<file path="config.mk">
export PLATFORM = sky130hd
export DESIGN_NAME = rmc_config_regs
export DESIGN_NICKNAME = d
export VERILOG_FILES = /design/src/rtl/rmc_pkg.sv /design/src/rtl/rmc_div_if.sv /design/src/rtl/rmc_config_regs.sv /design/src/rtl/rmc_fifo_thr.sv /design/src/rtl/rmc_tick_div.sv
export SDC_FILE = /design/constraint.sdc
export NUM_CORES = 1
export LEC_CHECK = 0
export BUFFER_PORTS_ARGS = -buffer_cell sky130_fd_sc_hd__buf_2
export CAP_MARGIN = 30
export CORE_MARGIN = 3
export CORE_UTILIZATION = 35
export DETAILED_ROUTE_END_ITERATION = 8
export SLEW_MARGIN = 20
export SYNTH_ARGS = -nofsm -noshare
export SYNTH_HDL_FRONTEND = slang
export SYNTH_HIERARCHICAL = 1
export SYNTH_SLANG_ARGS = --single-unit
</file>
<file path="constraint.sdc">
create_clock -name aclk -period 2.68 [get_ports aclk]
set_input_delay 0.268 -clock aclk [delete_from_list [all_inputs] [get_ports aclk]]
set_output_delay 0.268 -clock aclk [all_outputs]
set_load 0.05 [all_outputs]
</file>
<file path="src/rtl/rmc_pkg.sv">
`default_nettype none
package rmc_pkg;
    // register indices; byte address is four times the index
    localparam logic [5:0] RMC_IDX_FDEV      = 6'h02;
    localparam logic [5:0] RMC_IDX_BRATE     = 6'h03;
    localparam logic [5:0] RMC_IDX_FLOOR     = 6'h04;
    localparam logic [5:0] RMC_IDX_FIFO      = 6'h05;
    localparam logic [5:0] RMC_IDX_REF_A     = 6'h06;
    localparam logic [5:0] RMC_IDX_PRE_A     = 6'h07;
    localparam logic [5:0] RMC_IDX_SCL_A     = 6'h08;
    localparam logic [5:0] RMC_IDX_REF_B     = 6'h09;
    localparam logic [5:0] RMC_IDX_PRE_B     = 6'h0a;
    localparam logic [5:0] RMC_IDX_SCL_B     = 6'h0b;
    localparam logic [5:0] RMC_IDX_CTRL      = 6'h10;
    localparam logic [5:0] RMC_IDX_IRQ_STAT  = 6'h11;
    localparam logic [5:0] RMC_IDX_IRQ_MASK  = 6'h12;
    // reset values
    localparam logic [7:0] RMC_RST_FDEV      = 8'h03;
    localparam logic [6:0] RMC_RST_BRATE     = 7'h07;
    localparam logic [7:0] RMC_RST_FLOOR     = 8'h0c;
    localparam logic [7:0] RMC_RST_FIFO      = 8'h0f;
    localparam logic [7:0] RMC_RST_REF_A     = 8'h77;
    localparam logic [7:0] RMC_RST_PRE_A     = 8'h64;
    localparam logic [7:0] RMC_RST_SCL_A     = 8'h32;
    localparam logic [7:0] RMC_RST_REF_B     = 8'h74;
    localparam logic [7:0] RMC_RST_PRE_B     = 8'h62;
    localparam logic [7:0] RMC_RST_SCL_B     = 8'h32;
    localparam logic [2:0] RMC_RST_CTRL      = 3'h0;
    localparam logic [1:0] RMC_RST_IRQ       = 2'h0;
    // field positions
    localparam int RMC_CTRL_MODE_LO  = 0;
    localparam int RMC_CTRL_MODE_HI  = 1;
    localparam int RMC_CTRL_SET_SEL  = 2;
    localparam int RMC_FIFO_SEL_MSB  = 7;
    localparam int RMC_FIFO_SEL_LSB  = 6;
    localparam int RMC_FIFO_LVL_MSB  = 5;
    localparam int RMC_IRQ_FIFO_THR  = 0;
    localparam int RMC_IRQ_SET_SWAP  = 1;
    // divider scaling
    localparam int RMC_DEV_SHIFT     = 5;
    localparam int RMC_RATE_SHIFT    = 6;
    localparam int RMC_DEPTH_SHIFT   = 4;
    localparam int RMC_XTAL_REF_HZ   = 12_800_000;
    localparam int RMC_DIV_W         = 14;
    // bus responses
    localparam logic [1:0] RMC_RESP_OKAY   = 2'b00;
    localparam logic [1:0] RMC_RESP_SLVERR = 2'b10;

    typedef enum logic [2:0] {
        RMC_MODE_CONT   = 3'b001,
        RMC_MODE_BUFFER = 3'b010,
        RMC_MODE_PACKET = 3'b100
    } rmc_mode_t;
endpackage
`default_nettype wire

</file>
<file path="src/rtl/rmc_div_if.sv">
`default_nettype none
interface rmc_div_if;
    logic [13:0] divisor;
    logic        ref_tick;
    logic        tick;
    modport div (input divisor, input ref_tick, output tick);
    modport ctl (output divisor, output ref_tick, input tick);
endinterface
`default_nettype wire

</file>
<file path="src/rtl/rmc_config_regs.sv">
// Decided for this implementation: the AXI4-Lite register port.
`default_nettype none
module rmc_config_regs (
    input  wire logic        aclk,             // system clock
    input  wire logic        aresetn,          // sync reset, low
    input  wire logic [7:0]  awaddr,           // write address
    input  wire logic        awvalid,          // write address valid
    output logic             awready,          // write address ready
    input  wire logic [31:0] wdata,            // write data
    input  wire logic [3:0]  wstrb,            // write strobes
    input  wire logic        wvalid,           // write data valid
    output logic             wready,           // write data ready
    output logic [1:0]       bresp,            // write response
    output logic             bvalid,           // write response valid
    input  wire logic        bready,           // write response ready
    input  wire logic [7:0]  araddr,           // read address
    input  wire logic        arvalid,          // read address valid
    output logic             arready,          // read address ready
    output logic [31:0]      rdata,            // read data
    output logic [1:0]       rresp,            // read response
    output logic             rvalid,           // read data valid
    input  wire logic        rready,           // read data ready
    input  wire logic        xtal_tick,        // one pulse per xtal cycle
    input  wire logic [6:0]  fifo_fill,        // fifo fill in bytes
    input  wire logic        standby,          // 1 standby, 0 tx/rx
    input  wire logic        ook_rx,           // OOK receive active
    output var rmc_pkg::rmc_mode_t data_mode,  // data operation mode
    output logic [13:0]      deviation_count,  // xtal cycles per fdev
    output logic [13:0]      rate_count,       // xtal cycles per bit
    output logic             dev_tick,         // deviation rate pulse
    output logic             rate_tick,        // bit rate pulse
    output logic [7:0]       floor_level_out,  // applied OOK floor
    output logic [6:0]       fifo_depth_bytes, // fifo size in bytes
    output logic             fifo_thr_flag,    // fill past threshold, or at it in standby
    output logic [7:0]       synth_ref,        // active R count
    output logic [7:0]       synth_prescale,   // active P count
    output logic [7:0]       synth_scale,      // active S count
    output logic             irq               // level interrupt
);
    import rmc_pkg::*;

    logic [7:0] deviation_divider;
    logic [6:0] rate_divider;
    logic [7:0] floor_level;
    logic [7:0] fifo_cfg_reg;
    logic [7:0] ref_a_reg, pre_a_reg, scl_a_reg;
    logic [7:0] ref_b_reg, pre_b_reg, scl_b_reg;
    logic [2:0] ctrl_reg;
    logic [1:0] irq_mask_reg, irq_stat_reg, irq_set;
    logic       aw_full, w_full;
    logic [5:0] aw_idx;
    logic [31:0] w_data_q;
    logic [3:0]  w_strb_q;
    logic        do_write, wr_en, wr_hit, rd_hit;
    logic [31:0] rd_data;
    logic        thr_rise, sel_prev;
    logic [1:0]  fifo_depth_sel;
    logic [5:0]  fifo_irq_level;
    logic        counter_set_select;

    assign fifo_depth_sel     =
        fifo_cfg_reg[RMC_FIFO_SEL_MSB:RMC_FIFO_SEL_LSB];
    assign fifo_irq_level     = fifo_cfg_reg[RMC_FIFO_LVL_MSB:0];
    assign counter_set_select = ctrl_reg[RMC_CTRL_SET_SEL];

    function automatic logic idx_mapped(input logic [5:0] idx);
        idx_mapped = (idx >= RMC_IDX_FDEV && idx <= RMC_IDX_SCL_B) ||
                     (idx >= RMC_IDX_CTRL && idx <= RMC_IDX_IRQ_MASK);
    endfunction

    // write address and data are taken in either order
    always_ff @(posedge aclk) begin
        if (!aresetn) begin
            awready  <= 1'b0;
            aw_full  <= 1'b0;
            aw_idx   <= '0;
        end else if (awvalid && awready) begin
            awready  <= 1'b0;
            aw_full  <= 1'b1;
            aw_idx   <= awaddr[7:2];
        end else if (do_write) begin
            aw_full  <= 1'b0;
        end else if (!aw_full && !bvalid) begin
            awready  <= 1'b1;
        end
    end

    always_ff @(posedge aclk) begin
        if (!aresetn) begin
            wready   <= 1'b0;
            w_full   <= 1'b0;
            w_data_q <= '0;
            w_strb_q <= '0;
        end else if (wvalid && wready) begin
            wready   <= 1'b0;
            w_full   <= 1'b1;
            w_data_q <= wdata;
            w_strb_q <= wstrb;
        end else if (do_write) begin
            w_full   <= 1'b0;
        end else if (!w_full && !bvalid) begin
            wready   <= 1'b1;
        end
    end

    assign do_write = aw_full & w_full & ~bvalid;
    assign wr_hit   = idx_mapped(aw_idx);
    assign wr_en    = do_write & wr_hit & w_strb_q[0];

    always_ff @(posedge aclk) begin
        if (!aresetn) begin
            bvalid <= 1'b0;
            bresp  <= RMC_RESP_OKAY;
        end else if (do_write) begin
            bvalid <= 1'b1;
            bresp  <= wr_hit ? RMC_RESP_OKAY : RMC_RESP_SLVERR;
        end else if (bvalid && bready) begin
            bvalid <= 1'b0;
        end
    end

    // configuration storage; reserved rate bit is dropped on write
    always_ff @(posedge aclk) begin
        if (!aresetn) begin
            deviation_divider <= RMC_RST_FDEV;
            rate_divider      <= RMC_RST_BRATE;
            floor_level       <= RMC_RST_FLOOR;
            fifo_cfg_reg      <= RMC_RST_FIFO;
            ref_a_reg         <= RMC_RST_REF_A;
            pre_a_reg         <= RMC_RST_PRE_A;
            scl_a_reg         <= RMC_RST_SCL_A;
            ref_b_reg         <= RMC_RST_REF_B;
            pre_b_reg         <= RMC_RST_PRE_B;
            scl_b_reg         <= RMC_RST_SCL_B;
            ctrl_reg          <= RMC_RST_CTRL;
            irq_mask_reg      <= RMC_RST_IRQ;
        end else if (wr_en) begin
            case (aw_idx)
                RMC_IDX_FDEV:     deviation_divider <= w_data_q[7:0];
                RMC_IDX_BRATE:    rate_divider      <= w_data_q[6:0];
                RMC_IDX_FLOOR:    floor_level       <= w_data_q[7:0];
                RMC_IDX_FIFO:     fifo_cfg_reg      <= w_data_q[7:0];
                RMC_IDX_REF_A:    ref_a_reg         <= w_data_q[7:0];
                RMC_IDX_PRE_A:    pre_a_reg         <= w_data_q[7:0];
                RMC_IDX_SCL_A:    scl_a_reg         <= w_data_q[7:0];
                RMC_IDX_REF_B:    ref_b_reg         <= w_data_q[7:0];
                RMC_IDX_PRE_B:    pre_b_reg         <= w_data_q[7:0];
                RMC_IDX_SCL_B:    scl_b_reg         <= w_data_q[7:0];
                RMC_IDX_CTRL:     ctrl_reg          <= w_data_q[2:0];
                RMC_IDX_IRQ_MASK: irq_mask_reg      <= w_data_q[1:0];
                default: begin
                end
            endcase
        end
    end

    always_comb begin
        rd_hit  = idx_mapped(araddr[7:2]);
        rd_data = '0;
        case (araddr[7:2])
            RMC_IDX_FDEV:     rd_data[7:0] = deviation_divider;
            RMC_IDX_BRATE:    rd_data[6:0] = rate_divider;
            RMC_IDX_FLOOR:    rd_data[7:0] = floor_level;
            RMC_IDX_FIFO:     rd_data[7:0] = fifo_cfg_reg;
            RMC_IDX_REF_A:    rd_data[7:0] = ref_a_reg;
            RMC_IDX_PRE_A:    rd_data[7:0] = pre_a_reg;
            RMC_IDX_SCL_A:    rd_data[7:0] = scl_a_reg;
            RMC_IDX_REF_B:    rd_data[7:0] = ref_b_reg;
            RMC_IDX_PRE_B:    rd_data[7:0] = pre_b_reg;
            RMC_IDX_SCL_B:    rd_data[7:0] = scl_b_reg;
            RMC_IDX_CTRL:     rd_data[2:0] = ctrl_reg;
            RMC_IDX_IRQ_STAT: rd_data[1:0] = irq_stat_reg;
            RMC_IDX_IRQ_MASK: rd_data[1:0] = irq_mask_reg;
            default:          rd_data      = '0;
        endcase
    end

    always_ff @(posedge aclk) begin
        if (!aresetn) begin
            arready <= 1'b0;
            rvalid  <= 1'b0;
            rdata   <= '0;
            rresp   <= RMC_RESP_OKAY;
        end else if (arvalid && arready) begin
            arready <= 1'b0;
            rvalid  <= 1'b1;
            rdata   <= rd_data;
            rresp   <= rd_hit ? RMC_RESP_OKAY : RMC_RESP_SLVERR;
        end else if (rvalid && rready) begin
            rvalid  <= 1'b0;
        end else if (!rvalid) begin
            arready <= 1'b1;
        end
    end

    // sticky events, write one to clear; a new event beats the clear
    assign irq_set[RMC_IRQ_FIFO_THR] = thr_rise;
    assign irq_set[RMC_IRQ_SET_SWAP] = counter_set_select ^ sel_prev;

    always_ff @(posedge aclk) begin
        if (!aresetn) begin
            irq_stat_reg <= RMC_RST_IRQ;
            sel_prev     <= RMC_RST_CTRL[RMC_CTRL_SET_SEL];
            irq          <= 1'b0;
        end else begin
            if (wr_en && aw_idx == RMC_IDX_IRQ_STAT) begin
                irq_stat_reg <= (irq_stat_reg & ~w_data_q[1:0]) | irq_set;
            end else begin
                irq_stat_reg <= irq_stat_reg | irq_set;
            end
            sel_prev <= counter_set_select;
            irq      <= |(irq_stat_reg & irq_mask_reg);
        end
    end

    // derived controls for modem, fifo and synthesizer
    always_ff @(posedge aclk) begin
        if (!aresetn) begin
            data_mode        <= RMC_MODE_CONT;
            deviation_count  <= '0;
            rate_count       <= '0;
            floor_level_out  <= '0;
            fifo_depth_bytes <= '0;
            synth_ref        <= RMC_RST_REF_A;
            synth_prescale   <= RMC_RST_PRE_A;
            synth_scale      <= RMC_RST_SCL_A;
        end else begin
            case ({ctrl_reg[RMC_CTRL_MODE_HI], ctrl_reg[RMC_CTRL_MODE_LO]})
                2'b00:   data_mode <= RMC_MODE_CONT;
                2'b01:   data_mode <= RMC_MODE_BUFFER;
                default: data_mode <= RMC_MODE_PACKET;
            endcase
            deviation_count <= ({6'h00, deviation_divider} + 14'h1)
                               << RMC_DEV_SHIFT;
            rate_count      <= ({7'h00, rate_divider} + 14'h1)
                               << RMC_RATE_SHIFT;
            floor_level_out <= ook_rx ? floor_level : 8'h00;
            fifo_depth_bytes <= ({5'h00, fifo_depth_sel} + 7'h1)
                                << RMC_DEPTH_SHIFT;
            if (!counter_set_select) begin
                synth_ref      <= ref_a_reg;
                synth_prescale <= pre_a_reg;
                synth_scale    <= scl_a_reg;
            end else begin
                synth_ref      <= ref_b_reg;
                synth_prescale <= pre_b_reg;
                synth_scale    <= scl_b_reg;
            end
        end
    end

    rmc_div_if dev_if ();
    rmc_div_if rate_if ();
    assign dev_if.divisor   = deviation_count;
    assign dev_if.ref_tick  = xtal_tick;
    assign rate_if.divisor  = rate_count;
    assign rate_if.ref_tick = xtal_tick;
    assign dev_tick         = dev_if.tick;
    assign rate_tick        = rate_if.tick;

    rmc_tick_div u_dev_div (
        .aclk    (aclk),
        .aresetn (aresetn),
        .dv      (dev_if.div)
    );
    rmc_tick_div u_rate_div (
        .aclk    (aclk),
        .aresetn (aresetn),
        .dv      (rate_if.div)
    );

    rmc_fifo_thr u_fifo_thr (
        .aclk    (aclk),
        .aresetn (aresetn),
        .fill    (fifo_fill),
        .level   (fifo_irq_level),
        .standby (standby),
        .above   (fifo_thr_flag),
        .rise    (thr_rise)
    );

    property p_mode_packet;
        @(posedge aclk) disable iff (!aresetn)
        ctrl_reg[RMC_CTRL_MODE_HI] |=> data_mode == RMC_MODE_PACKET;
    endproperty
    a_mode_packet: assert property (p_mode_packet)
        else $error("high data mode bit did not give packet mode");

    property p_mode_buffer;
        @(posedge aclk) disable iff (!aresetn)
        ctrl_reg[1:0] == 2'b01 |=> data_mode == RMC_MODE_BUFFER;
    endproperty
    a_mode_buffer: assert property (p_mode_buffer)
        else $error("low data mode bit alone did not give buffer mode");

    property p_dev_count;
        @(posedge aclk) disable iff (!aresetn)
        aresetn |=> deviation_count ==
            ({6'h00, $past(deviation_divider)} + 14'h1) * 14'd32;
    endproperty
    a_dev_count: assert property (p_dev_count)
        else $error("deviation count not 32 times field plus one");

    property p_rate_count;
        @(posedge aclk) disable iff (!aresetn)
        aresetn |=> rate_count ==
            ({7'h00, $past(rate_divider)} + 14'h1) * 14'd64;
    endproperty
    a_rate_count: assert property (p_rate_count)
        else $error("rate count not 64 times field plus one");

    property p_rsvd_zero;
        @(posedge aclk) disable iff (!aresetn)
        rvalid && $past(araddr[7:2]) == RMC_IDX_BRATE && $rose(rvalid)
        |-> rdata[31:7] == '0;
    endproperty
    a_rsvd_zero: assert property (p_rsvd_zero)
        else $error("reserved rate bit read as one");

    property p_floor;
        @(posedge aclk) disable iff (!aresetn)
        ook_rx ##1 $stable(floor_level) |-> floor_level_out == floor_level;
    endproperty
    a_floor: assert property (p_floor)
        else $error("floor not applied in OOK receive");

    property p_depth;
        @(posedge aclk) disable iff (!aresetn)
        fifo_depth_sel == 2'b10 ##1 fifo_depth_sel == 2'b10
        |-> fifo_depth_bytes == 7'd48;
    endproperty
    a_depth: assert property (p_depth)
        else $error("depth code two did not give 48 bytes");

    property p_thr_irq;
        @(posedge aclk) disable iff (!aresetn)
        thr_rise |=> irq_stat_reg[RMC_IRQ_FIFO_THR];
    endproperty
    a_thr_irq: assert property (p_thr_irq)
        else $error("threshold crossing lost");

    property p_set_a;
        @(posedge aclk) disable iff (!aresetn)
        !counter_set_select |=> synth_ref == $past(ref_a_reg) &&
            synth_prescale == $past(pre_a_reg);
    endproperty
    a_set_a: assert property (p_set_a)
        else $error("first counter set not used");

    property p_set_b;
        @(posedge aclk) disable iff (!aresetn)
        counter_set_select |=> synth_scale == $past(scl_b_reg) &&
            synth_ref == $past(ref_b_reg);
    endproperty
    a_set_b: assert property (p_set_b)
        else $error("second counter set not used");

    property p_readback;
        @(posedge aclk) disable iff (!aresetn)
        wr_en && aw_idx == RMC_IDX_FDEV |=>
            deviation_divider == $past(w_data_q[7:0]);
    endproperty
    a_readback: assert property (p_readback)
        else $error("written deviation field not held");

    c_write: cover property (@(posedge aclk) bvalid && bready);
    c_read: cover property (@(posedge aclk) rvalid && rready);
    c_irq: cover property (@(posedge aclk) irq);
    c_packet: cover property (@(posedge aclk)
        data_mode == RMC_MODE_PACKET);
endmodule
`default_nettype wire

</file>
<file path="src/rtl/rmc_fifo_thr.sv">
`default_nettype none
module rmc_fifo_thr (
    input  wire logic       aclk,    // system clock
    input  wire logic       aresetn, // sync reset, low
    input  wire logic [6:0] fill,    // fifo fill in bytes
    input  wire logic [5:0] level,   // threshold field
    input  wire logic       standby, // 1 standby, 0 tx/rx
    output logic            above,   // threshold condition
    output logic            rise     // condition just became true
);
    logic above_next;

    // standby fires at the level, tx/rx only once past it
    always_comb begin
        if (standby) begin
            above_next = fill >= {1'b0, level};
        end else begin
            above_next = fill > {1'b0, level};
        end
    end

    always_ff @(posedge aclk) begin
        if (!aresetn) begin
            above <= 1'b0;
            rise  <= 1'b0;
        end else begin
            above <= above_next;
            rise  <= above_next & ~above;
        end
    end
endmodule
`default_nettype wire

</file>
<file path="src/rtl/rmc_tick_div.sv">
`default_nettype none
module rmc_tick_div (
    input  wire logic aclk,    // system clock
    input  wire logic aresetn, // sync reset, low
    rmc_div_if.div    dv       // divisor in, tick out
);
    import rmc_pkg::*;
    logic [RMC_DIV_W-1:0] cnt_reg;
    logic                 tick_reg;

    assign dv.tick = tick_reg;

    // one tick every divisor reference ticks, so the rate scales with xtal
    always_ff @(posedge aclk) begin
        if (!aresetn) begin
            cnt_reg  <= '0;
            tick_reg <= 1'b0;
        end else if (dv.ref_tick) begin
            if (cnt_reg >= dv.divisor - 14'h1) begin
                cnt_reg  <= '0;
                tick_reg <= 1'b1;
            end else begin
                cnt_reg  <= cnt_reg + 14'h1;
                tick_reg <= 1'b0;
            end
        end else begin
            tick_reg <= 1'b0;
        end
    end

    // after the divisor drops to or below the count, the count wraps at the next reference tick
    property p_cnt_bound;
        @(posedge aclk) disable iff (!aresetn)
        dv.divisor != 14'h0 && $stable(dv.divisor) && $past(dv.ref_tick)
        |-> cnt_reg < dv.divisor;
    endproperty
    a_cnt_bound: assert property (p_cnt_bound)
        else $error("divider count past its divisor");
endmodule
`default_nettype wire

</file>
Yosys cells after proc, flatten, opt, wreduce, memory -nomap -nowiden
Index checks and enable logic that the tools add are counted.
- bits in registers: 224
- logic and storage cells: 174
- $add $sub $neg: 7
- $lt $le $gt $ge: 12
- eq/ne operators: 27
- mux-type cells: 23
- bitwise logic cells: 17
- reduce and logical (&&, ||, !) cells: 43
- operator list (cell ; count):
    $eq 6x3->1 const B ; 8
    $eq 6x4->1 const B ; 8
    $pmux 4 s10 ; 1
    $eq 6x5->1 const B ; 6
    $reduce_and 2->1 ; 17
    $add 14x1->14 const B ; 2
    $ge 14x14->1 ; 2
    $mux 14 ; 2
    $sub 14x1->14 const B ; 2
    $pmux 2 s13 ; 1
    $eq 6x2->1 const B ; 4
    $mux 8 ; 3
    $ge 6x2->1 const B ; 2
    $ge 6x5->1 const B ; 2
    $le 6x4->1 const B ; 2
    $le 6x5->1 const B ; 2
    $logic_and 1x1->1 ; 12
    $pmux 1 s11 ; 1
    $mux 1 ; 10
    $add 8x1->9 const B ; 1
    $pmux 1 s9 ; 1
    $add 7x1->8 const B ; 1
    $reduce_bool 2->1 ; 4
    $reduce_or 2->1 ; 4
    other kinds (15) ; 31

Logic depth before layout (Yosys ltp)
Gate-level depths: netlist (run 1).
- word-level depth: 7
- depth in mapped cells: 13
- depth with buffers taken out: 12

By module
The synthesis (run 1) kept the hierarchy.
- by module, submodules not included (module ; instances ; cells an instance ; area an instance (um2) ; seq. area each (um2)):
    rmc_config_regs ; 1 ; 813 ; 7268.2 ; 3503.4
    rmc_tick_div ; 2 ; 142 ; 1193.6 ; 300.3
    rmc_fifo_thr ; 1 ; 25 ; 215.2 ; 40.0

Least setup slack after synthesis (run 1)
No wires, ideal clock.
- kind: reg-to-reg
- start point: reg deviation_count[5]
- end point: reg u_dev_div.cnt_reg[10]
- setup time: 128 ps
- data arrival time: 2919 ps
- required time: 2552 ps
- setup slack: -367 ps
- stages on the path, launching flop included: 13
- buffers on the path: 1
- clock period less this slack: 3047 ps
- path through: dfxtp_1 -> nor4_2 -> nand2_1 -> or4_4 -> nor4_4 -> xnor2_1 -> ha_1 -> nand4_1 -> nor2_1 -> a211oi_1 -> o211ai_1 -> clkbuf_1 -> nor2_1
- longest elaborated chain between the ends: 3
- RTL lines (item ; RTL line ; text):
    start, declared ; rmc_config_regs.sv:28 ; output logic [13:0] deviation_count,
    start signal, assigned ; rmc_config_regs.sv:233 ; deviation_count <= ({6'h00, deviation_divider} + 14'h1)
    $sub 14x1->14 ; rmc_tick_div.sv:19 ; if (cnt_reg >= dv.divisor - 14'h1) begin
    $ge 14x14->1 ; rmc_tick_div.sv:19 ;
    $mux 14 ; rmc_tick_div.sv:19 ;
    end signal, assigned ; rmc_tick_div.sv:23 ; cnt_reg <= cnt_reg + 14'h1;
    end, declared ; rmc_tick_div.sv:8 ; logic [RMC_DIV_W-1:0] cnt_reg;
No other way between the ends.
A chain may end at the register's enable or synchronous reset.

Worst setup path after layout (run 1)
- start point: reg deviation_count[5]
- end point: reg u_dev_div.cnt_reg[4]
The elaborated chain is that of the path after synthesis.

==> impl_results.md, run 1 <==
- Final ANT Viol Nets: 0
- Top delay family on crit path: simple AND/OR/NAND/NOR gates
- Top Ports: 184
- Chip width: 174 µm
- Worst slew pin tran: 0.682 ns
- Syn_area_per_cell: 8.80 µm²
- Clock Root Buffer: clkbuf_16
- Critical Path, Cell by Cell: nor4_4 > nand2_1 > or4_4 > nor2_2 > xnor2_1 > ha_1 > a21oi_1 > o21ai_1 > a211oi_2 > o211ai_1 > buf_4 > nor2_1
- Worst path max stage delay: 0.47 ns
- Setup CP Type: reg -> reg
- Crit Path Max Fanout: 7
- DRT iter0 DRCs: 717
- Layout cells sized above 1: 16.5%
- N_diodes: 0
- YS warnings: 6
- Leakage: 5.02 nW
- Hold crit path type: in -> reg
- DRC Markers: 0
- Max-slew violation count: 0
- Dpl cells: 1597
- CP required: 3.12 ns
- H-tree depth: 1
- Crit path DAT: 3.11 ns
- CP startpoint kind: flop
- Seq/Total Area, Yosys: 42.0%
- Fin cells: 1649
- Mapped Area: 9870 µm²
- Async S/R FF share, synth: 0%
- Netlist cell types: 66
- Crit end category: flop
- Total power: 7.08 mW
- Power per cell area: 603 nW/µm²
- FP Rows: 60
- Achievable Freq: 374 MHz
- Final global-route overflow total: 0
- Clk_skew: 0.00712 ns
- Final WL: 27300 µm
- Setup TNS: 0 ns
- Placed inst area: 10800 µm²
- Ys flop type: dfxtp_1
- Maximum VDD drop: 0.420 mV
- CTS Buffer Depth: 3
- GRT Resource Usage Total: 17.2%
- RSZ-0062 raised after global routing: yes
- Met1 wire length: 12700 µm
- First drt pass iteration count: 5
- Commonest cells after routing, fill and taps aside: dfxtp_1 (204), nand2_1 (123), buf_2 (110)
- Worst hold slack: 0.0176 ns
- Commonest non-fill, non-tap cell in the layout: dfxtp_1
- Starting Density: 36.1%
- Buf/Inv on CP: 1
- Tcrit/Tclk final: 99.7%
- Nets: 1371
- DR top layer: met4
- Met2 wire len: 12200 µm
- Synth-to-layout area growth: 19.0%
- Vias in the first global route: 7679
- Core footprint: 27300 µm²
- Clock slew at reported path FFs: 0.06 ns
- Sink Count: 207
- First-pass GRT wire length: 42500 µm
- Routed vias: 8292
- Number of CTS-inserted buffers: 23
- Final instance area: 11700 µm²
- Hpwl dp: 19900 µm
- Routability Congestion: 0.941
- Wire per inst: 16.6 µm
- Number of flops mapped to enable cells by yosys: 0
- Vias/cell: 5.03
- Largest net degree at the start of global routing: 123
- Number of port buffers: 111
- Outcome: completed
- Setup violators final: 0
- Mapped Cells: 1122
- CTS tree: done
- Initial antenna violation count: 0
- Tmin final: 2.67 ns
- Yosys reg bits: 207
- Skew-Pair Late Insertion Delay: 0.51 ns
- CP max stage cell: or4_4
- Max cap viols: 0
- Final hold violations: 0
- Die Area: 30300 µm²
- Die Ht: 174 µm
- Met3 wire len: 1690 µm
- Slew headroom: 54.1%
synthesized netlist by cell type (4+ instances only):
library cell / n / area (µm²)
nor2_1: 90 / 338
or4_1: 4 / 30.0
a21boi_0: 5 / 37.5
and2_1: 12 / 75.1
or3_1: 4 / 25.0
a22oi_1: 9 / 67.6
xor2_1: 37 / 324
a21o_1: 4 / 30.0
o21ai_0: 61 / 305
o311ai_0: 5 / 43.8
nand3_1: 84 / 420
buf_2: 16 / 80.1
nand4_1: 22 / 138
mux2i_1: 69 / 691
a32oi_1: 6 / 52.6
nand2_1: 123 / 462
buf_1: 8 / 30.0
and4_1: 6 / 52.6
a222oi_1: 4 / 40.0
ha_1: 41 / 513
dfxtp_1: 207 / 4140
a221oi_1: 4 / 35.0
inv_1: 26 / 97.6
nor2b_1: 8 / 50.1
and3_1: 25 / 156
a31oi_1: 6 / 37.5
nand2b_1: 8 / 50.1
a211oi_1: 5 / 37.5
xnor2_1: 21 / 184
nor3_1: 12 / 60.1
a21oi_1: 46 / 230
or4_4: 6 / 67.6
buf_4: 41 / 308
clkbuf_1: 39 / 146
o21ai_1: 5 / 25.0
cells by family (layout without fill, tap and decap cells):
| family | Yosys count | count (layout) | synth area share (%) |
|---|---|---|---|
| simple gates | 427 | 427 | 21.8 |
| flops | 207 | 207 | 42.0 |
| compound gates | 185 | 185 | 11.7 |
| buf+inv | 132 | 213 | 6.93 |
| mux | 71 | 71 | 7.23 |
| xor+xnor | 58 | 58 | 5.15 |
| fa+ha+maj | 41 | 41 | 5.20 |
| other cells | 1 | 75 | 0.0380 |
worst min-delay path: stages:
cell and delay (ns):
buf_2 0.09, nand2_1 0.06, a21oi_1 0.05
power by group:
| part | switching [mW] | internal [mW] | total [mW] |
|---|---|---|---|
| registers | 0.0503 | 3.11 | 3.16 |
| clock network | 1.29 | 2.07 | 3.36 |
| logic | 0.408 | 0.153 | 0.561 |
| total | 1.75 | 5.33 | 7.08 |
metal layers:
metal / GRT usage (%) / up-vias
li1: - / 4119
met1: 23.9 / 3868
met2: 27.6 / 260
met3: 2.58 / 45
met4: 4.89 / 0
met5: 0 / -
per-stage QoR:
| stage | utilization (%) | setup slack, ns |
|---|---|---|
| after detailed placement | 39.5 | -0.00577 |
| final | 43.0 | 0.00715 |
| after global placement | 39.5 | 0.0321 |
| after CTS | 42.8 | 0.00124 |
| after floorplan | - | 0.0210 |
| after global routing | 43.0 | -0.151 |
cell type report:
type / instances / area [µm²]
sequential: 207 / 4150
timing repair buffer: 146 / 855
inverter: 26 / 97.6
fill: 2740 / 15600
tap: 372 / 465
multi-input combinational: 857 / 5350
clock inverter: 11 / 154
clock buffer: 30 / 672
path summary, 6_finish.rpt:
kind | start | endpoint | slack (ns) | depth (start not counted)
setup / recovery | deviation_count[5]$_SDFF_PN0_ | u_dev_div/cnt_reg[4]$_SDFFE_PN0P_ | 0.007 | 12
hold / removal | wdata[2] | w_data_q[2]$_SDFFE_PN0P_ | 0.02 | 3
setup reg to reg | deviation_count[5]$_SDFF_PN0_ | u_dev_div/cnt_reg[4]$_SDFFE_PN0P_ | 0.007 | 12
hold reg to reg | u_fifo_thr/above$_SDFF_PN0_ | u_fifo_thr/rise$_SDFF_PN0_ | 0.44 | 1
what timing repair did:
| item | CTS | global route |
|---|---|---|
| endpoints found under the setup margin | 13 | 27 |
| endpoints found under the hold margin | 7 | 0 |
| pin swaps | 0 | 10 |
| hold buffers | 7 | 0 |
| resized for setup | 2 | 12 |
| setup buffers | 0 | 3 |
| cloned | 0 | 1 |
Note: power is estimated with default switching activity, not from simulation.
==> run 2, diff against run 1 <==
--- a/config.mk
+++ b/config.mk
@@ -9,6 +9,7 @@
 export CAP_MARGIN = 30
 export CORE_MARGIN = 3
 export CORE_UTILIZATION = 35
+export CTS_BUF_LIST = sky130_fd_sc_hd__clkbuf_16
 export DETAILED_ROUTE_END_ITERATION = 8
 export SLEW_MARGIN = 20
 export SYNTH_ARGS = -nofsm -noshare
==> run 2 against run 1 <==
Effect of this change:
- worst hold slack got worse by 0.0061 ns
- combinational power barely moved
- critical path depth did not move
- final cell count barely moved
- critical path type unchanged
- largest cell class unchanged
- largest power group is now sequential cells
==> impl_results.md, run 2 (synthesis results as in run 1) <==
- Clock slew at reported path FFs: 0.06 ns (about the same)
- Tmin final: 2.67 ns (about the same)
- Crit Path Max Fanout: 7 (unchanged)
- First drt pass iteration count: 7 (was 5)
- CTS tree: done (unchanged)
- H-tree depth: 1 (unchanged)
- RSZ-0062 raised after global routing: yes (unchanged)
- Reg2Reg Setup Slack: 0.009 ns (was 0.007 ns)
- Clk_skew: 0.00718 ns (was 0.00712 ns)
- CTS Buffer Depth: 3 (unchanged)
- Hpwl dp: 19900 µm (unchanged)
- Hold Path Depth: 3 (unchanged)
- Routability Congestion: 0.941 (unchanged)
- Number of port buffers: 111 (unchanged)
- Worst Reg-to-Reg Cells: 12 (unchanged)
- Initial antenna violation count: 0 (unchanged)
- Max cap viols: 0 (unchanged)
- Dpl cells: 1597 (unchanged)
- Starting Density: 36.1% (unchanged)
- Wire per inst: 16.5 µm (was 16.6 µm)
- Tcrit/Tclk final: 99.7% (about the same)
- Clock Root Buffer: clkbuf_16 (unchanged)
- HP Start: wdata[6] (was wdata[2])
- Die Ht: 174 µm (unchanged)
- Die Area: 30300 µm² (unchanged)
- FP Rows: 60 (unchanged)
- WHS Endpoint: w_data_q[6]$_SDFFE_PN0P_ (was w_data_q[2]$_SDFFE_PN0P_)
- Worst path max stage delay: 0.47 ns (about the same)
- Setup CP Type: reg -> reg (unchanged)
- Sink Count: 207 (unchanged)
- Register share of total power: 46.0% (was 44.7%)
- Setup violators final: 0 (unchanged)
- Core footprint: 27300 µm² (unchanged)
- Worst hold slack: 0.0115 ns (was 0.0176 ns)
- Switching Power: 1.75 mW (about the same)
- CP max stage cell: or4_4 (unchanged)
- Reg2Reg Capture Point: u_dev_div/cnt_reg[4]$_SDFFE_PN0P_ (unchanged)
- Sw Ratio: 25.4% (was 24.7%)
- CP required: 3.12 ns (about the same)
- Commonest non-fill, non-tap cell in the layout: dfxtp_1 (unchanged)
- First-pass GRT wire length: 42300 µm (was 42500 µm)
- Max-slew violation count: 0 (unchanged)
- Synth-to-layout area growth: 18.2% (was 19.0%)
- Critical Path, Cell by Cell: nor4_4 > nand2_1 > or4_4 > nor2_2 > xnor2_1 > ha_1 > a21oi_1 > o21ai_1 > a211oi_2 > o211ai_1 > buf_4 > nor2_1 (unchanged)
- Fin cells: 1648 (was 1649)
- Filler cells: 2752 (was 2740)
- Final hold violations: 0 (unchanged)
- Maximum VDD drop: 0.370 mV (was 0.420 mV)
- Worst slew pin tran: 0.714 ns (was 0.682 ns)
- Worst r2r src: deviation_count[5]$_SDFF_PN0_ (unchanged)
- Chip width: 174 µm (unchanged)
- Crit path DAT: 3.11 ns (about the same)
- Hold crit path type: in -> reg (unchanged)
- N_diodes: 0 (unchanged)
- Internal Power: 5.13 mW (was 5.33 mW)
- Comb power frac: 8.1% (was 7.9%)
- Routed vias: 8232 (was 8292)
- CP startpoint kind: flop (unchanged)
- Skew-Pair Late Insertion Delay: 0.51 ns (about the same)
- Layout cells sized above 1: 16.0% (was 16.5%)
- Slew headroom: 51.2% (was 54.1%)
- DRC Markers: 0 (unchanged)
- Power per cell area: 589 nW/µm² (was 603 nW/µm²)
- Vias in the first global route: 7647 (was 7679)
- Final WL: 27100 µm (was 27300 µm)
- Final global-route overflow total: 0 (unchanged)
- Achievable Freq: 374 MHz (about the same)
- DRT iter0 DRCs: 706 (was 717)
- Commonest cells after routing, fill and taps aside: dfxtp_1 (204), nand2_1 (123), buf_2 (110) (unchanged)
- Clock power share: 45.8% (was 47.4%)
- GRT Resource Usage Total: 17.1% (was 17.2%)
- Top Ports: 184 (unchanged)
- Final ANT Viol Nets: 0 (unchanged)
- Crit end category: flop (unchanged)
- Core Util, Final: 42.7% (was 43.0%)
- Nets: 1370 (was 1371)
- Number of CTS-inserted buffers: 23 (unchanged)
- Leakage: 4.97 nW (was 5.02 nW)
- Vias/cell: 5.00 (was 5.03)
- Largest net degree at the start of global routing: 123 (unchanged)
- Outcome: completed (unchanged)
run 2: cell types whose count changed in the layout (fill, tap and decap cells not counted):
cell	delta
clkbuf_8	-7
clkinv_1	+7
dlygate4sd3_1	-1
run 2: metrics by stage:
stage	setup TNS, ns	setup slack, ns	power (mW)	area (µm²)
6_report	0	0.00931	6.87	11700
5_1_grt	-1.72	-0.151	7.10	11700
4_1_cts	0	0.00124	6.93	11600
3_5_place_dp	-0.00577	-0.00577	3.77	10800
3_3_place_gp	0	0.0321	3.76	10800
2_1_floorplan	0	0.0210	3.68	10200
run 2: area by class of cell:
| class | instances | area (µm²) | area share, % |
|---|---|---|---|
| well taps | 372 | 465 | 3.99 |
| multi-input cells | 857 | 5350 | 45.9 |
| inverters | 26 | 97.6 | 0.837 |
| clock inverters | 18 | 180 | 1.54 |
| repair buffers | 145 | 845 | 7.24 |
| flip-flops and latches | 207 | 4150 | 35.6 |
| clock buffers | 23 | 576 | 4.93 |
run 2: routing by layer:
metal	global-route usage (%)	up-vias	part of all wire, %
li1	-	4120	-
met1	23.9	3802	47
met2	27.4	263	44
met3	2.58	47	6.3
met4	4.89	0	2.7
met5	0	-	0
run 2: power by group through the flow:
| stage | Clock, mW | Combinational (mW) | Sequential [mW] |
|---|---|---|---|
| 6_report | 3.15 | 0.560 | 3.16 |
| 3_3_place_gp | 0 | 0.534 | 3.23 |
| 4_1_cts | 3.22 | 0.548 | 3.16 |
| 5_1_grt | 3.33 | 0.609 | 3.17 |
| 3_5_place_dp | 0 | 0.540 | 3.23 |
| 2_1_floorplan | 0 | 0.434 | 3.25 |
run 2: how the worst max path moves through the flow:
stage	startpoint	endpoint	slack (ns)	depth (start not counted)
floorplan	deviation_count[7]$_SDFF_PN0_	u_dev_div/cnt_reg[2]$_SDFFE_PN0P_	0.02	10
global placement	deviation_count[5]$_SDFF_PN0_	u_dev_div/cnt_reg[3]$_SDFFE_PN0P_	0.03	12
detailed placement	deviation_count[5]$_SDFF_PN0_	u_dev_div/cnt_reg[4]$_SDFFE_PN0P_	-0.006	12
CTS	deviation_count[5]$_SDFF_PN0_	u_dev_div/cnt_reg[4]$_SDFFE_PN0P_	0.001	12
global route	deviation_count[5]$_SDFF_PN0_	u_dev_div/cnt_reg[4]$_SDFFE_PN0P_	-0.15	12
finish	deviation_count[5]$_SDFF_PN0_	u_dev_div/cnt_reg[4]$_SDFFE_PN0P_	0.009	12
run 2: what timing repair did:
item,4_1_cts,5_1_grt
gates resized for setup,2,12
hold endpoints to repair,6,0
hold buffers,6,0
buffers inserted,0,3
gates cloned,0,1
setup endpoints to repair,13,27
pin swaps,0,10
run 2: critical path: cells and delay by family, from the launching register on:
family | cells | cell delay, ns
and+or+nand+nor | 5 | 0.98
AOI/OAI and AO/OA | 4 | 0.65
DFF | 1 | 0.33
adders and majority gates | 1 | 0.28
buffers and inverters | 1 | 0.23
xor gates and xnor gates | 1 | 0.13
